**src/design/boot_hdr_pkg.sv**
```systemverilog
// Constants, register map and types for the boot image header checker
package boot_hdr_pkg;

  // Image offsets of the header words
  localparam logic [11:0] OFF_HDR_START  = 12'h23A;
  localparam logic [11:0] OFF_COMMON     = 12'h242;
  localparam logic [11:0] OFF_SIGNATURE  = 12'h246;
  localparam logic [11:0] OFF_ENTRY      = 12'h24A;
  localparam logic [11:0] OFF_CLK_SYNTH  = 12'h24E;
  localparam logic [11:0] OFF_FLASH_A    = 12'h256;
  localparam logic [11:0] OFF_FLASH_B    = 12'h25A;
  localparam logic [11:0] OFF_FLASH_C    = 12'h25E;
  localparam logic [11:0] OFF_FLASH_OFFS = 12'h262;
  localparam logic [11:0] OFF_HDR_CHECK  = 12'h286;
  localparam logic [11:0] OFF_HDR_CHKEND = 12'h289;
  localparam logic [11:0] OFF_SEC_START  = 12'h28A;
  localparam logic [11:0] OFF_CODE_LEN   = 12'h28E;
  localparam logic [11:0] OFF_SRAM_ADDR  = 12'h296;
  localparam logic [11:0] OFF_BOOT_A     = 12'h29E;
  localparam logic [11:0] OFF_BOOT_B     = 12'h2A2;
  localparam logic [11:0] OFF_SEC_CHECK  = 12'h2B6;
  localparam logic [11:0] OFF_CODE_IMAGE = 12'h2BA;

  // Image layout figures
  localparam logic [3:0]  TAG_LAST_BYTE  = 4'hF;
  localparam int          OFFSET_EN_BIT  = 23;
  localparam logic [31:0] FLASH_BASE     = 32'h0000_0000;

  // CRC-16-CCITT
  localparam logic [15:0] CRC_INIT       = 16'hFFFF;
  localparam logic [15:0] CRC_POLY       = 16'h1021;

  // Reset and default values
  localparam logic [31:0] WORD_RESET     = 32'h0000_0000;
  localparam logic [31:0] FLASH_A_DEFAULT = 32'h0000_0000;
  localparam logic [31:0] FLASH_B_DEFAULT = 32'h0000_0000;
  localparam logic [31:0] FLASH_C_DEFAULT = 32'h0000_0000;
  localparam logic [31:0] FLASH_OFFS_DEFAULT = 32'h0000_0000;

  // Register byte addresses
  localparam logic [7:0] REG_CTRL        = 8'h00;
  localparam logic [7:0] REG_STATUS      = 8'h04;
  localparam logic [7:0] REG_INT_STATUS  = 8'h08;
  localparam logic [7:0] REG_INT_CLEAR   = 8'h0C;
  localparam logic [7:0] REG_INT_ENABLE  = 8'h10;
  localparam logic [7:0] REG_ENTRY       = 8'h14;
  localparam logic [7:0] REG_CLK_SYNTH   = 8'h18;
  localparam logic [7:0] REG_FLASH_A     = 8'h1C;
  localparam logic [7:0] REG_FLASH_B     = 8'h20;
  localparam logic [7:0] REG_FLASH_C     = 8'h24;
  localparam logic [7:0] REG_FLASH_OFFS  = 8'h28;
  localparam logic [7:0] REG_CODE_LEN    = 8'h2C;
  localparam logic [7:0] REG_SRAM_ADDR   = 8'h30;
  localparam logic [7:0] REG_TAG0        = 8'h34;
  localparam logic [7:0] REG_TAG1        = 8'h38;
  localparam logic [7:0] REG_TAG2        = 8'h3C;
  localparam logic [7:0] REG_TAG3        = 8'h40;
  localparam logic [7:0] REG_COMMON      = 8'h44;
  localparam logic [7:0] REG_CODE_ADDR   = 8'h48;

  // Control register fields
  localparam int CTRL_START     = 0;
  localparam int CTRL_ENCRYPTED = 1;
  localparam int CTRL_SIGNED    = 2;
  localparam int CTRL_USB       = 3;
  localparam logic [2:0] OPTS_RESET = 3'h0;

  // Status register fields
  localparam int ST_BUSY    = 0;
  localparam int ST_DONE    = 1;
  localparam int ST_LAUNCH  = 2;
  localparam int ST_SIG_OK  = 3;
  localparam int ST_HDR_OK  = 4;
  localparam int ST_SEC_OK  = 5;
  localparam int ST_ERROR   = 6;

  // Interrupt fields
  localparam int INT_DONE  = 0;
  localparam int INT_ERROR = 1;
  localparam logic [1:0] INT_RESET = 2'h0;

  typedef enum logic [1:0] {PH_IDLE, PH_HEADER, PH_TAG, PH_DONE} phase_t;

endpackage : boot_hdr_pkg

```
**src/design/crc16_ccitt.sv**
```systemverilog
// Byte-serial CRC-16-CCITT engine
`timescale 1ns/1ps
module crc16_ccitt
  import boot_hdr_pkg::*;
(
  input  wire logic        clk,
  input  wire logic        rst,
  input  wire logic        clear,
  input  wire logic        enable,
  input  wire logic [7:0]  dataIn,
  output logic      [15:0] crcOut
);

  logic [15:0] crc_reg;
  logic [15:0] crc_next;

  function automatic logic [15:0] crcByte(input logic [15:0] c,
                                          input logic [7:0] d);
    logic [15:0] r;
    r = c ^ {d, 8'h00};
    for (int i = 0; i < 8; i++) begin
      r = r[15] ? ((r << 1) ^ CRC_POLY) : (r << 1);
    end
    return r;
  endfunction : crcByte

  always_comb begin
    crc_next = crc_reg;
    if (clear) begin
      crc_next = CRC_INIT;
    end else if (enable) begin
      crc_next = crcByte(crc_reg, dataIn);
    end
  end

  always_ff @(posedge clk or posedge rst) begin
    if (rst) begin
      crc_reg <= CRC_INIT;
    end else begin
      crc_reg <= crc_next;
    end
  end

  assign crcOut = crc_reg;

endmodule : crc16_ccitt

```
**config.mk**
```make
export PLATFORM = sky130hd
export DESIGN_NAME = crc16_ccitt
export DESIGN_NICKNAME = d
export VERILOG_FILES = /design/src/design/boot_hdr_pkg.sv /design/src/design/crc16_ccitt.sv
export SDC_FILE = /design/constraint.sdc
export NUM_CORES = 1
export LEC_CHECK = 0
export ABC_AREA = 1
export ABC_CLOCK_PERIOD_IN_PS = 1250
export BUFFER_PORTS_ARGS = -buffer_cell sky130_fd_sc_hd__buf_2
export CORE_ASPECT_RATIO = 0.9
export CORE_MARGIN = 2
export CORE_UTILIZATION = 46
export DETAILED_ROUTE_END_ITERATION = 12
export MAX_ROUTING_LAYER = met4
export PLACE_DENSITY_LB_ADDON = 0.1
export SYNTH_ARGS = -nofsm -noshare
export SYNTH_HDL_FRONTEND = slang
export SYNTH_SLANG_ARGS = --single-unit
```
**constraint.sdc**
```tcl
create_clock -name clk -period 1.25 [get_ports clk]
set_clock_uncertainty 0.05 [all_clocks]
set_input_delay 0.0625 -clock clk [delete_from_list [all_inputs] [get_ports clk]]
set_output_delay 0.0625 -clock clk [all_outputs]
set_load 0.05 [all_outputs]
```
==> reports/summary.txt, run 1 <==
==================================================================================
Slowest stage cell on the critical path                                    dfstp_4
Violations in the final reports                                       negative setup slack
Clock Pin Slew Worst Setup and Hold Paths                                    90 ps
Number of DRC violations after detailed routing                                  0
Wire length after detailed routing                                         2790 µm
Post-layout worst setup margin                                            -75.4 ps
Yosys top cell area share                                                    0.410
Proportion of power drawn by the clock network                               0.151
Switching power total                                                       758 µW
Unrepaired setup endpoints after global routing                               true
Syn-to-layout area delta                                                     48.3%
GRT Overall Usage                                                            0.227
Final net count                                                                193
Maximum level of the CTS H-tree                                                  1
Antenna cells                                                                    0
Worst-Skew Late Latency                                                     280 ps
Die ar.                                                                0.00262 mm²
Commonest non-fill, non-tap cell in the layout                             nand2_1
Synthesized instance count                                                     139
Number of core rows                                                             16
Synth Warn #                                                                     0
Routed wire per std cell                                                   13.6 µm
Met2 layer wire length in the routed design                                1410 µm
Vias in the first global route                                                 956
First-pass GRT wire length                                                 4260 µm
Max_cap viols                                                                    0
Placed wire-length estimate                                                1830 µm
Accumulated negative setup slack                                           -522 ps
Post-synthesis instance area                                           0.00103 mm²
Sequential share of power                                                    0.384
Sink count of the clock tree                                                    16
Initial antenna violation count                                                  0
Nature of the critical path startpoint                                    register
Share of the core filled with cells                                          0.710
Finish-stage setup viols                                                        11
DR iter-0 viols                                                                 39
Via Count                                                                     1091
Type of the setup path with the least slack                           register to register
Kind of capture point of the worst setup path                             register
Sequential share of the synthesized area                                     0.410
Syn_area_per_cell                                                         7.38 µm²
Required time worst endpoint                                               1430 ps
Commonest non-fill, non-tap cells in the layout                       nand2_1 (29), nand2_2 (23), buf_4 (17), nand3_1 (14), dfstp_2 (14)
Hold Fails Final Rpt                                                             0
Highest ir drop seen on vdd                                             0.000767 V
Library cell occupying the most area in the post-synthesis netlist         dfstp_2
CTS Root Cell                                                             clkbuf_4
Number of flip-flops under the largest register name                            16
Worst-path fanout max                                                            4
Top layer used by detailed routing                                            met4
Sum of overflow across all layers after global routing                           0
Initial cell density of the core                                             0.479
Hold WS                                                                    66.0 ps
Run status                                                            finished, violations left
Post-DRT Antenna Nets                                                            0
Net count of the mapped netlist                                                151
Total power per unit cell area                                         1190 mW/mm²
Post-route met1 wirelength                                                 1100 µm
Number of different library cells in the post-synthesis netlist                 20
Detailed-router iteration count before antenna repair                            4
Number of buffer cells added on primary ports                                   27
Static leakage power                                                   0.000734 µW
Total I/O pin count                                                             28
Min-delay worst type                                                  input pin to register
Largest cells by area after synthesis                                 dfstp_2 (41%), nand2_1 (18%), nand3_1 (7.3%)
CP Cell Sequence                                                      xor2_4 -> buf_4 -> nand2_2 -> nand3_2 -> nand2_1 -> inv_1
Die Height                                                                 48.8 µm
Clk buf depth                                                                    2
Largest incremental delay on the critical path                              680 ps
Pins Over Slew Limit                                                             0
Cell internal pwr                                                          1050 µW
Post-synthesis register bit count                                               16
Pwr Total                                                                  1810 µW
Met3 wire len                                                               196 µm
Largest net degree at the start of global routing                               17
Final weighted congestion in routability-driven placement                    0.916
Max Clock Freq                                                           0.754 GHz
Measured slew at the worst slew-check pin                                   370 ps
CTS tree                                                                      done
Post-layout minimum cycle time                                             1330 ps
Die Wd                                                                     53.8 µm
Worst relative slew slack                                                    0.752
Final critical-path share of the clock period                                 1.06
CORE AREA                                                              0.00214 mm²
Mean number of vias per cell                                                  5.30
Switch share                                                                 0.420
Part of the total power dissipated in combinational logic                    0.465
Share of final-layout standard cells stronger than drive strength 1          0.542
Signal arrival time at the worst endpoint                                  1510 ps
Number of clock buffers inserted by TritonCTS                                    3
==================================================================================
-- power groups by stage --
stage | clock, µW | combinational [µW] | sequential [µW]
floorplan | 0 | 307 | 877
global route | 305 | 900 | 708
detailed placement | 0 | 673 | 687
CTS | 284 | 723 | 683
finish | 273 | 841 | 693
global placement | 0 | 660 | 683
-- timing repair --
action	CTS	global route
endpoints found under the hold margin	16	0
pin swaps	7	19
setup endpoints to repair	16	25
hold buffers	1	0
setup buffers	1	5
resized for setup	16	36
-- metal layers --
layer	vias to the layer above	GRT usage
li1	533	-
met1	493	0.311
met2	51	0.335
met3	14	0.0337
met4	0	0.0897
met5	-	-
-- stage by stage --
step                      std cells  area [µm²]  worst slack [ps]
after floorplan                 139        1060              -108
after global placement          197        1260             -30.8
after detailed placement        197        1260             -64.3
after CTS                       202        1360             -65.1
after global routing            206        1520              -154
final                           206        1520             -75.4
-- layout make-up --
| type | count | area, µm² |
|---|---|---|
| Sequential cell | 16 | 428 |
| Timing Repair Buffer | 40 | 285 |
| Clock buffer | 3 | 22.5 |
| Fill cell | 176 | 621 |
| Multi-Input combinational cell | 106 | 699 |
| Inverter | 14 | 52.6 |
| Tap cell | 27 | 33.8 |
-- logic make-up (layout without fill, tap and decap cells) --
family / Yosys count / count (layout) / share of synthesized area
DFF: 16 / 16 / 0.410
buffers and inverters: 17 / 57 / 0.0671
AOI/OAI and AO/OA: 17 / 17 / 0.0939
xor gates and xnor gates: 11 / 11 / 0.101
and+or+nand+nor: 78 / 78 / 0.328
-- synthesized netlist by cell type --
master,number
a31oi_1,3
nand2_2,6
o21ai_1,2
nand2_1,50
or2_1,1
xnor2_1,5
buf_4,1
nand3_1,15
xor2_2,1
nor3_1,3
nand3b_1,1
a22oi_1,3
dfstp_2,16
nor2_1,2
xor2_1,5
clkbuf_1,1
inv_2,2
a21oi_1,9
inv_1,12
buf_2,1
-- worst paths after layout --
kind	startpoint	to	slack, ps	cells after the start
setup / recovery	crcOut[13]$_DFFE_PP1P_	crcOut[5]$_DFFE_PP1P_	-80	6
hold / removal	enable	crcOut[15]$_DFFE_PP1P_	70	3
setup reg to reg	crcOut[13]$_DFFE_PP1P_	crcOut[5]$_DFFE_PP1P_	-80	6
hold reg to reg	crcOut[2]$_DFFE_PP1P_	crcOut[10]$_DFFE_PP1P_	480	2
max in group asynchronous	rst	crcOut[5]$_DFFE_PP1P_	620	4
min in group asynchronous	rst	crcOut[4]$_DFFE_PP1P_	500	4
-- worst max-delay path: cells and delay by family (launching register included) --
family                    cells  cell delay, ps
DFF                           1             680
buffers and inverters         2             200
and+or+nand+nor               3             170
xor gates and xnor gates      1             170
Note: power is estimated with default switching activity, not from simulation.
==> inputs of run 2 (changes only) <==
CORE_UTILIZATION = 48   (was 46)
CTS_BUF_LIST = sky130_fd_sc_hd__clkbuf_4 sky130_fd_sc_hd__clkbuf_8   (was default)
==> run 2 against run 1 <==
Compared with the run above: the flow still finishes with violations (negative setup slack); die area shrank 3.8%; sequential power shrank 0.9%; clock-buffer cell count is the same; setup slack gained 22 ps; largest power group unchanged.
==> reports/summary.txt, run 2 (synthesis gave the netlist of run 1 again) <==
==================================================================================
Run status                                                            finished, violations left   unchanged
Violations in the final reports                                       negative setup slack   unchanged
Worst hold path cell count                                                       3   unchanged
Nature of the critical path startpoint                                    register   unchanged
Sum of overflow across all layers after global routing                           0   unchanged
Post-layout minimum cycle time                                             1300 ps   was 1330 ps
First-pass GRT wire length                                                 4000 µm   was 4260 µm
Initial cell density of the core                                             0.521   was 0.479
Total I/O pin count                                                             28   unchanged
Pins Over Slew Limit                                                             0   unchanged
Wire length after detailed routing                                         2760 µm   was 2790 µm
Final weighted congestion in routability-driven placement                    0.829   was 0.916
Mean number of vias per cell                                                  5.23   was 5.30
Finish-stage setup viols                                                         9   was 11
Total power per unit cell area                                         1230 mW/mm²   was 1190 mW/mm²
Crit Reg-Reg Startpoint                                               crcOut[13]$_DFFE_PP1P_   unchanged
Worst-Skew Late Latency                                                     280 ps   about the same
CORE AREA                                                              0.00197 mm²   was 0.00214 mm²
Sink count of the clock tree                                                    16   unchanged
Post-layout worst setup margin                                            -52.9 ps   was -75.4 ps
Clock Pin Slew Worst Setup and Hold Paths                                   100 ps   was 90 ps
Sequential share of power                                                    0.391   was 0.384
Required time worst endpoint                                               1430 ps   about the same
Switching power total                                                       741 µW   was 758 µW
Static leakage power                                                   0.000706 µW   was 0.000734 µW
Final net count                                                                191   was 193
Placed cells                                                                   194   was 197
Part of the total power dissipated in combinational logic                    0.455   was 0.465
Die Height                                                                 47.9 µm   was 48.8 µm
Measured slew at the worst slew-check pin                                   638 ps   was 370 ps
DR iter-0 viols                                                                 24   was 39
Max_cap viols                                                                    0   unchanged
Via Count                                                                     1056   was 1091
Antenna cells                                                                    0   unchanged
Initial antenna violation count                                                  0   unchanged
Worst relative slew slack                                                    0.574   was 0.752
Switch share                                                                 0.422   was 0.420
Max Clock Freq                                                           0.768 GHz   was 0.754 GHz
Unrepaired setup endpoints after global routing                               true   unchanged
Final critical-path share of the clock period                                 1.04   was 1.06
Min-delay worst type                                                  input pin to register   unchanged
R2r worst-path depth                                                             6   unchanged
Signal arrival time at the worst endpoint                                  1480 ps   was 1510 ps
Cell internal pwr                                                          1020 µW   was 1050 µW
Placed wire-length estimate                                                1850 µm   was 1830 µm
Accumulated negative setup slack                                           -327 ps   was -522 ps
Kind of capture point of the worst setup path                             register   unchanged
Worst-path fanout max                                                            4   unchanged
Commonest non-fill, non-tap cell in the layout                             nand2_1   unchanged
Type of the setup path with the least slack                           register to register   unchanged
CTS Root Cell                                                             clkbuf_4   unchanged
Number of core rows                                                             15   was 16
GRT Overall Usage                                                            0.230   was 0.227
Commonest non-fill, non-tap cells in the layout                       nand2_1 (33), nand2_2 (20), buf_2 (17), nand3_1 (14), dfstp_2 (14)   was nand2_1 (29), nand2_2 (23), buf_4 (17), nand3_1 (14), dfstp_2 (14)
Share of final-layout standard cells stronger than drive strength 1          0.525   was 0.542
Largest net degree at the start of global routing                               17   unchanged
Pwr Total                                                                  1760 µW   was 1810 µW
Internal reg-to-reg setup slack                                             -50 ps   was -80 ps
Critical path launch point                                            crcOut[13]$_DFFE_PP1P_   unchanged
Share of the core filled with cells                                          0.728   was 0.710
Sink of the worst hold path                                           crcOut[7]$_DFFE_PP1P_   was crcOut[15]$_DFFE_PP1P_
Reg-to-reg endpoint                                                   crcOut[5]$_DFFE_PP1P_   unchanged
Highest ir drop seen on vdd                                              0.00104 V   was 0.000767 V
Number of clock buffers inserted by TritonCTS                                    3   unchanged
CTS tree                                                                      done   unchanged
Worst setup timing slack at the placement stage                           -59.3 ps   was -64.3 ps
Routed wire per std cell                                                   13.7 µm   was 13.6 µm
Number of flip-flops under the largest register name                            16   unchanged
Syn-to-layout area delta                                                     39.8%   was 48.3%
Post-DRT Antenna Nets                                                            0   unchanged
Non-Filler Instances                                                           202   was 206
Vias in the first global route                                                 934   was 956
Number of buffer cells added on primary ports                                   27   unchanged
Detailed-router iteration count before antenna repair                            7   was 4
Maximum level of the CTS H-tree                                                  1   unchanged
Die Wd                                                                     52.7 µm   was 53.8 µm
Hold Fails Final Rpt                                                             0   unchanged
Die ar.                                                                0.00252 mm²   was 0.00262 mm²
Number of DRC violations after detailed routing                                  0   unchanged
Worst hold start                                                            enable   unchanged
Clk buf depth                                                                    2   unchanged
Proportion of power drawn by the clock network                               0.154   was 0.151
==================================================================================
## run 2: cell count changes in the layout (fill, tap and decap cells not counted), moves of 2 or more
| cell | before | now |
|---|---|---|
| buf_2 | 13 | 17 |
| nand2_2 | 23 | 20 |
| buf_4 | 17 | 12 |
| nand2_1 | 29 | 33 |
| xor2_4 | 2 | 0 |
## run 2: critical path, cell delays in order (launching register included)
cell     delay, ps
dfstp_4        670
xor2_2         170
buf_4          150
nand2_2         50
nand3_2         70
nand2_2         60
inv_2           40
## run 2: how the worst max path moves through the flow
stage / cells after the start / slack, ps / endpoint
floorplan: 8 / -110 / crcOut[5]$_DFFE_PP1P_
global placement: 6 / -20 / crcOut[14]$_DFFE_PP1P_
detailed placement: 9 / -60 / crcOut[5]$_DFFE_PP1P_
CTS: 6 / -50 / crcOut[5]$_DFFE_PP1P_
global route: 6 / -130 / crcOut[6]$_DFFE_PP1P_
finish: 6 / -50 / crcOut[5]$_DFFE_PP1P_
## run 2: power groups by stage
stage,registers [µW],clock network (µW),logic (µW)
floorplan,877,0,307
global placement,682,0,655
detailed placement,687,0,668
CTS,684,272,713
global route,698,296,853
finish,687,271,801
## run 2: area by class of cell
type	count	area [µm²]
Sequential cell	16	428
Multi-Input combinational cell	106	649
Inverter	14	52.6
Tap cell	25	31.3
Clock buffer	3	22.5
Timing Repair Buffer	38	250
Fill cell	155	537
## run 2: timing repair
item / CTS / global route
buffers inserted: 1 / 4
setup endpoints to repair: 12 / 23
pin swaps: 7 / 13
hold buffers: 0 / 0
gates resized for setup: 14 / 23
gates cloned: 0 / 0
## run 2: per-layer routing
layer	up-vias	GRT usage	wire (µm)
li1	525	-	-
met2	40	0.405	1370
met3	6	0.0344	158
met5	-	-	0
met4	0	0.0821	44
met1	485	0.271	1180
## run 2: per-stage QoR
stage | area [µm²] | hold WS, ps
floorplan | 1060 | 194
global placement | 1250 | 354
detailed placement | 1250 | 358
CTS | 1340 | 64.0
global route | 1430 | 75.8
finish | 1430 | 78.2
==> inputs of run 3 (changes only) <==
--- a/config.mk
+++ b/config.mk
@@ -17,2 +17,3 @@
 export PLACE_DENSITY_LB_ADDON = 0.1
+export REMOVE_ABC_BUFFERS = 1
 export SYNTH_ARGS = -nofsm -noshare
--- a/constraint.sdc
+++ b/constraint.sdc
@@ -4,2 +4,2 @@
 set_output_delay 0.0625 -clock clk [all_outputs]
-set_load 0.05 [all_outputs]
+set_load 0.005 [all_outputs]
==> run 3 against run 2 <==
Compared with the run above: cell count grew 0.99%; clock-buffer cell count rose by 1; global-route usage decreased by 0.66 points; largest cell class unchanged; critical path depth unchanged; the flow still finishes with violations (negative setup slack); utilization rose by 0.25 points; die area stayed put; fmax rose by 1.1%.
==> reports/summary.txt, run 3 (synthesis gave the netlist of run 1 again) <==
==================================================================================
Pwr Total                                                                  1610 µW   was 1760 µW
Number of flip-flops under the largest register name                            16   unchanged
Post-layout worst setup margin                                            -38.7 ps   was -52.9 ps
Mean number of vias per cell                                                  5.15   was 5.23
DR iter-0 viols                                                                 16   was 24
Number of buffer cells added on primary ports                                   27   unchanged
Initial cell density of the core                                             0.521   unchanged
Antenna cells                                                                    0   unchanged
Die Height                                                                 47.9 µm   unchanged
Hold Fails Final Rpt                                                             0   unchanged
Sum of overflow across all layers after global routing                           0   unchanged
Max Clock Freq                                                           0.776 GHz   was 0.768 GHz
Required time worst endpoint                                               1430 ps   about the same
Sink count of the clock tree                                                    16   unchanged
Top Family by Delay on Critical Path                                    flip-flops   unchanged
CTS tree                                                                      done   unchanged
Post-layout minimum cycle time                                             1290 ps   was 1300 ps
CTS Root Cell                                                             clkbuf_4   unchanged
Final net count                                                                192   was 191
Total power per unit cell area                                         1120 mW/mm²   was 1230 mW/mm²
Routed wire per std cell                                                   12.6 µm   was 13.7 µm
First-pass GRT wire length                                                 3900 µm   was 4000 µm
CORE AREA                                                              0.00197 mm²   unchanged
Vias in the first global route                                                 895   was 934
Initial antenna violation count                                                  0   unchanged
Worst relative slew slack                                                    0.584   was 0.574
Nature of the critical path startpoint                                    register   unchanged
Pins Over Slew Limit                                                             0   unchanged
Placed wire-length estimate                                                1800 µm   was 1850 µm
Syn-to-layout area delta                                                     40.2%   was 39.8%
Type of the setup path with the least slack                           register to register   unchanged
Via Count                                                                     1050   was 1056
Post-DRT Antenna Nets                                                            0   unchanged
Worst-Skew Late Latency                                                     290 ps   was 280 ps
Worst-path fanout max                                                            3   was 4
Signal arrival time at the worst endpoint                                  1470 ps   was 1480 ps
CP Cell Sequence                                                      xor2_2 -> nand2_2 -> nand2_2 -> nand2_1 -> nand3_1 -> nand2_1   was xor2_2 -> buf_4 -> nand2_2 -> nand3_2 -> nand2_2 -> inv_2
Number of clock buffers inserted by TritonCTS                                    3   unchanged
Kind of capture point of the worst setup path                             register   unchanged
Share of the core filled with cells                                          0.730   was 0.728
Violations in the final reports                                       negative setup slack   unchanged
Maximum level of the CTS H-tree                                                  1   unchanged
Measured slew at the worst slew-check pin                                   623 ps   was 638 ps
Min-delay worst type                                                  input pin to register   unchanged
Share of final-layout standard cells stronger than drive strength 1          0.520   was 0.525
Largest incremental delay on the critical path                              610 ps   was 670 ps
Number of core rows                                                             15   unchanged
Highest ir drop seen on vdd                                             0.000843 V   was 0.00104 V
Largest net degree at the start of global routing                               17   unchanged
GRT Overall Usage                                                            0.223   was 0.230
Die Wd                                                                     52.7 µm   unchanged
Commonest non-fill, non-tap cell in the layout                             nand2_1   unchanged
Total I/O pin count                                                             28   unchanged
Number of DRC violations after detailed routing                                  0   unchanged
Commonest non-fill, non-tap cells in the layout                       nand2_1 (33), buf_2 (26), nand2_2 (17), dfstp_2 (16), nand3_1 (15)   was nand2_1 (33), nand2_2 (20), buf_2 (17), nand3_1 (14), dfstp_2 (14)
Worst setup timing slack at the placement stage                           -54.6 ps   was -59.3 ps
Worst path buffer plus inverter count                                            0   was 2
Detailed-router iteration count before antenna repair                            4   was 7
Unrepaired setup endpoints after global routing                               true   unchanged
Clock Pin Slew Worst Setup and Hold Paths                                   100 ps   about the same
Clk buf depth                                                                    2   unchanged
Final weighted congestion in routability-driven placement                    0.829   about the same
Final critical-path share of the clock period                                 1.03   was 1.04
Finish-stage setup viols                                                         4   was 9
Wire length after detailed routing                                         2560 µm   was 2760 µm
Die ar.                                                                0.00252 mm²   unchanged
Hold WS                                                                    85.6 ps   was 78.2 ps
Static leakage power                                                   0.000721 µW   was 0.000706 µW
Run status                                                            finished, violations left   unchanged
Slowest stage cell on the critical path                                    dfstp_2   was dfstp_4
Max_cap viols                                                                    0   unchanged
==================================================================================
run 3: cell types whose count changed in the layout (fill, tap and decap cells not counted), moves of 2 or more:
cell	previous run	this run
a22oi_1	1	3
xnor2_2	1	3
dfstp_4	2	0
a22oi_2	2	0
buf_2	17	26
nand2_4	3	6
xor2_2	2	4
clkbuf_4	10	3
buf_4	12	10
nand2_2	20	17
xor2_1	4	2
dfstp_2	14	16
run 3: metal layers:
metal / up-vias / wire length [µm] / GRT usage
li1: 525 / - / -
met4: 0 / 17 / 0.0718
met3: 2 / 103 / 0.0438
met1: 501 / 1230 / 0.303
met2: 22 / 1210 / 0.338
met5: - / 0 / -
run 3: layout make-up:
cell class,count,area [µm²]
Clock buffer,4,36.3
Multi-Input combinational cell,106,661
Fill cell,170,532
Tap cell,25,31.3
Timing Repair Buffer,39,238
Inverter,14,52.6
Sequential cell,16,420
run 3: final timing paths:
path | from | end | slack (ps) | cells past startpoint
max in group asynchronous | rst | crcOut[13]$_DFFE_PP1P_ | 980 | 2
min reg2reg | crcOut[3]$_DFFE_PP1P_ | crcOut[11]$_DFFE_PP1P_ | 480 | 2
min | dataIn[6] | crcOut[11]$_DFFE_PP1P_ | 90 | 4
max reg2reg | crcOut[14]$_DFFE_PP1P_ | crcOut[7]$_DFFE_PP1P_ | -40 | 6
max | crcOut[14]$_DFFE_PP1P_ | crcOut[7]$_DFFE_PP1P_ | -40 | 6
min in group asynchronous | rst | crcOut[4]$_DFFE_PP1P_ | 130 | 2
run 3: what timing repair did:
action | CTS | global route
setup buffers | 0 | 1
resized for setup | 8 | 26
endpoints found under the setup margin | 8 | 13
pin swaps | 2 | 14
endpoints found under the hold margin | 1 | 0
hold buffers | 1 | 0
run 3: per-stage QoR:
stage	std cells	cell area, µm²	setup TNS (ps)
after floorplan	136	1010	0
after global placement	198	1250	-82.7
after detailed placement	198	1250	-204
after CTS	203	1330	0
after global routing	204	1440	-597
final	204	1440	-69.2
run 3: power by group:
part           switching [µW]  internal [µW]  total [µW]
registers                68.3            613         681
logic                     311            263         574
clock network             176            178         354
total                     555           1050        1610
run 3: worst min-delay path, cell delays in order:
cell and delay [ps]:
buf_2 130, xnor2_2 100, nand2_1 70, a31oi_1 70
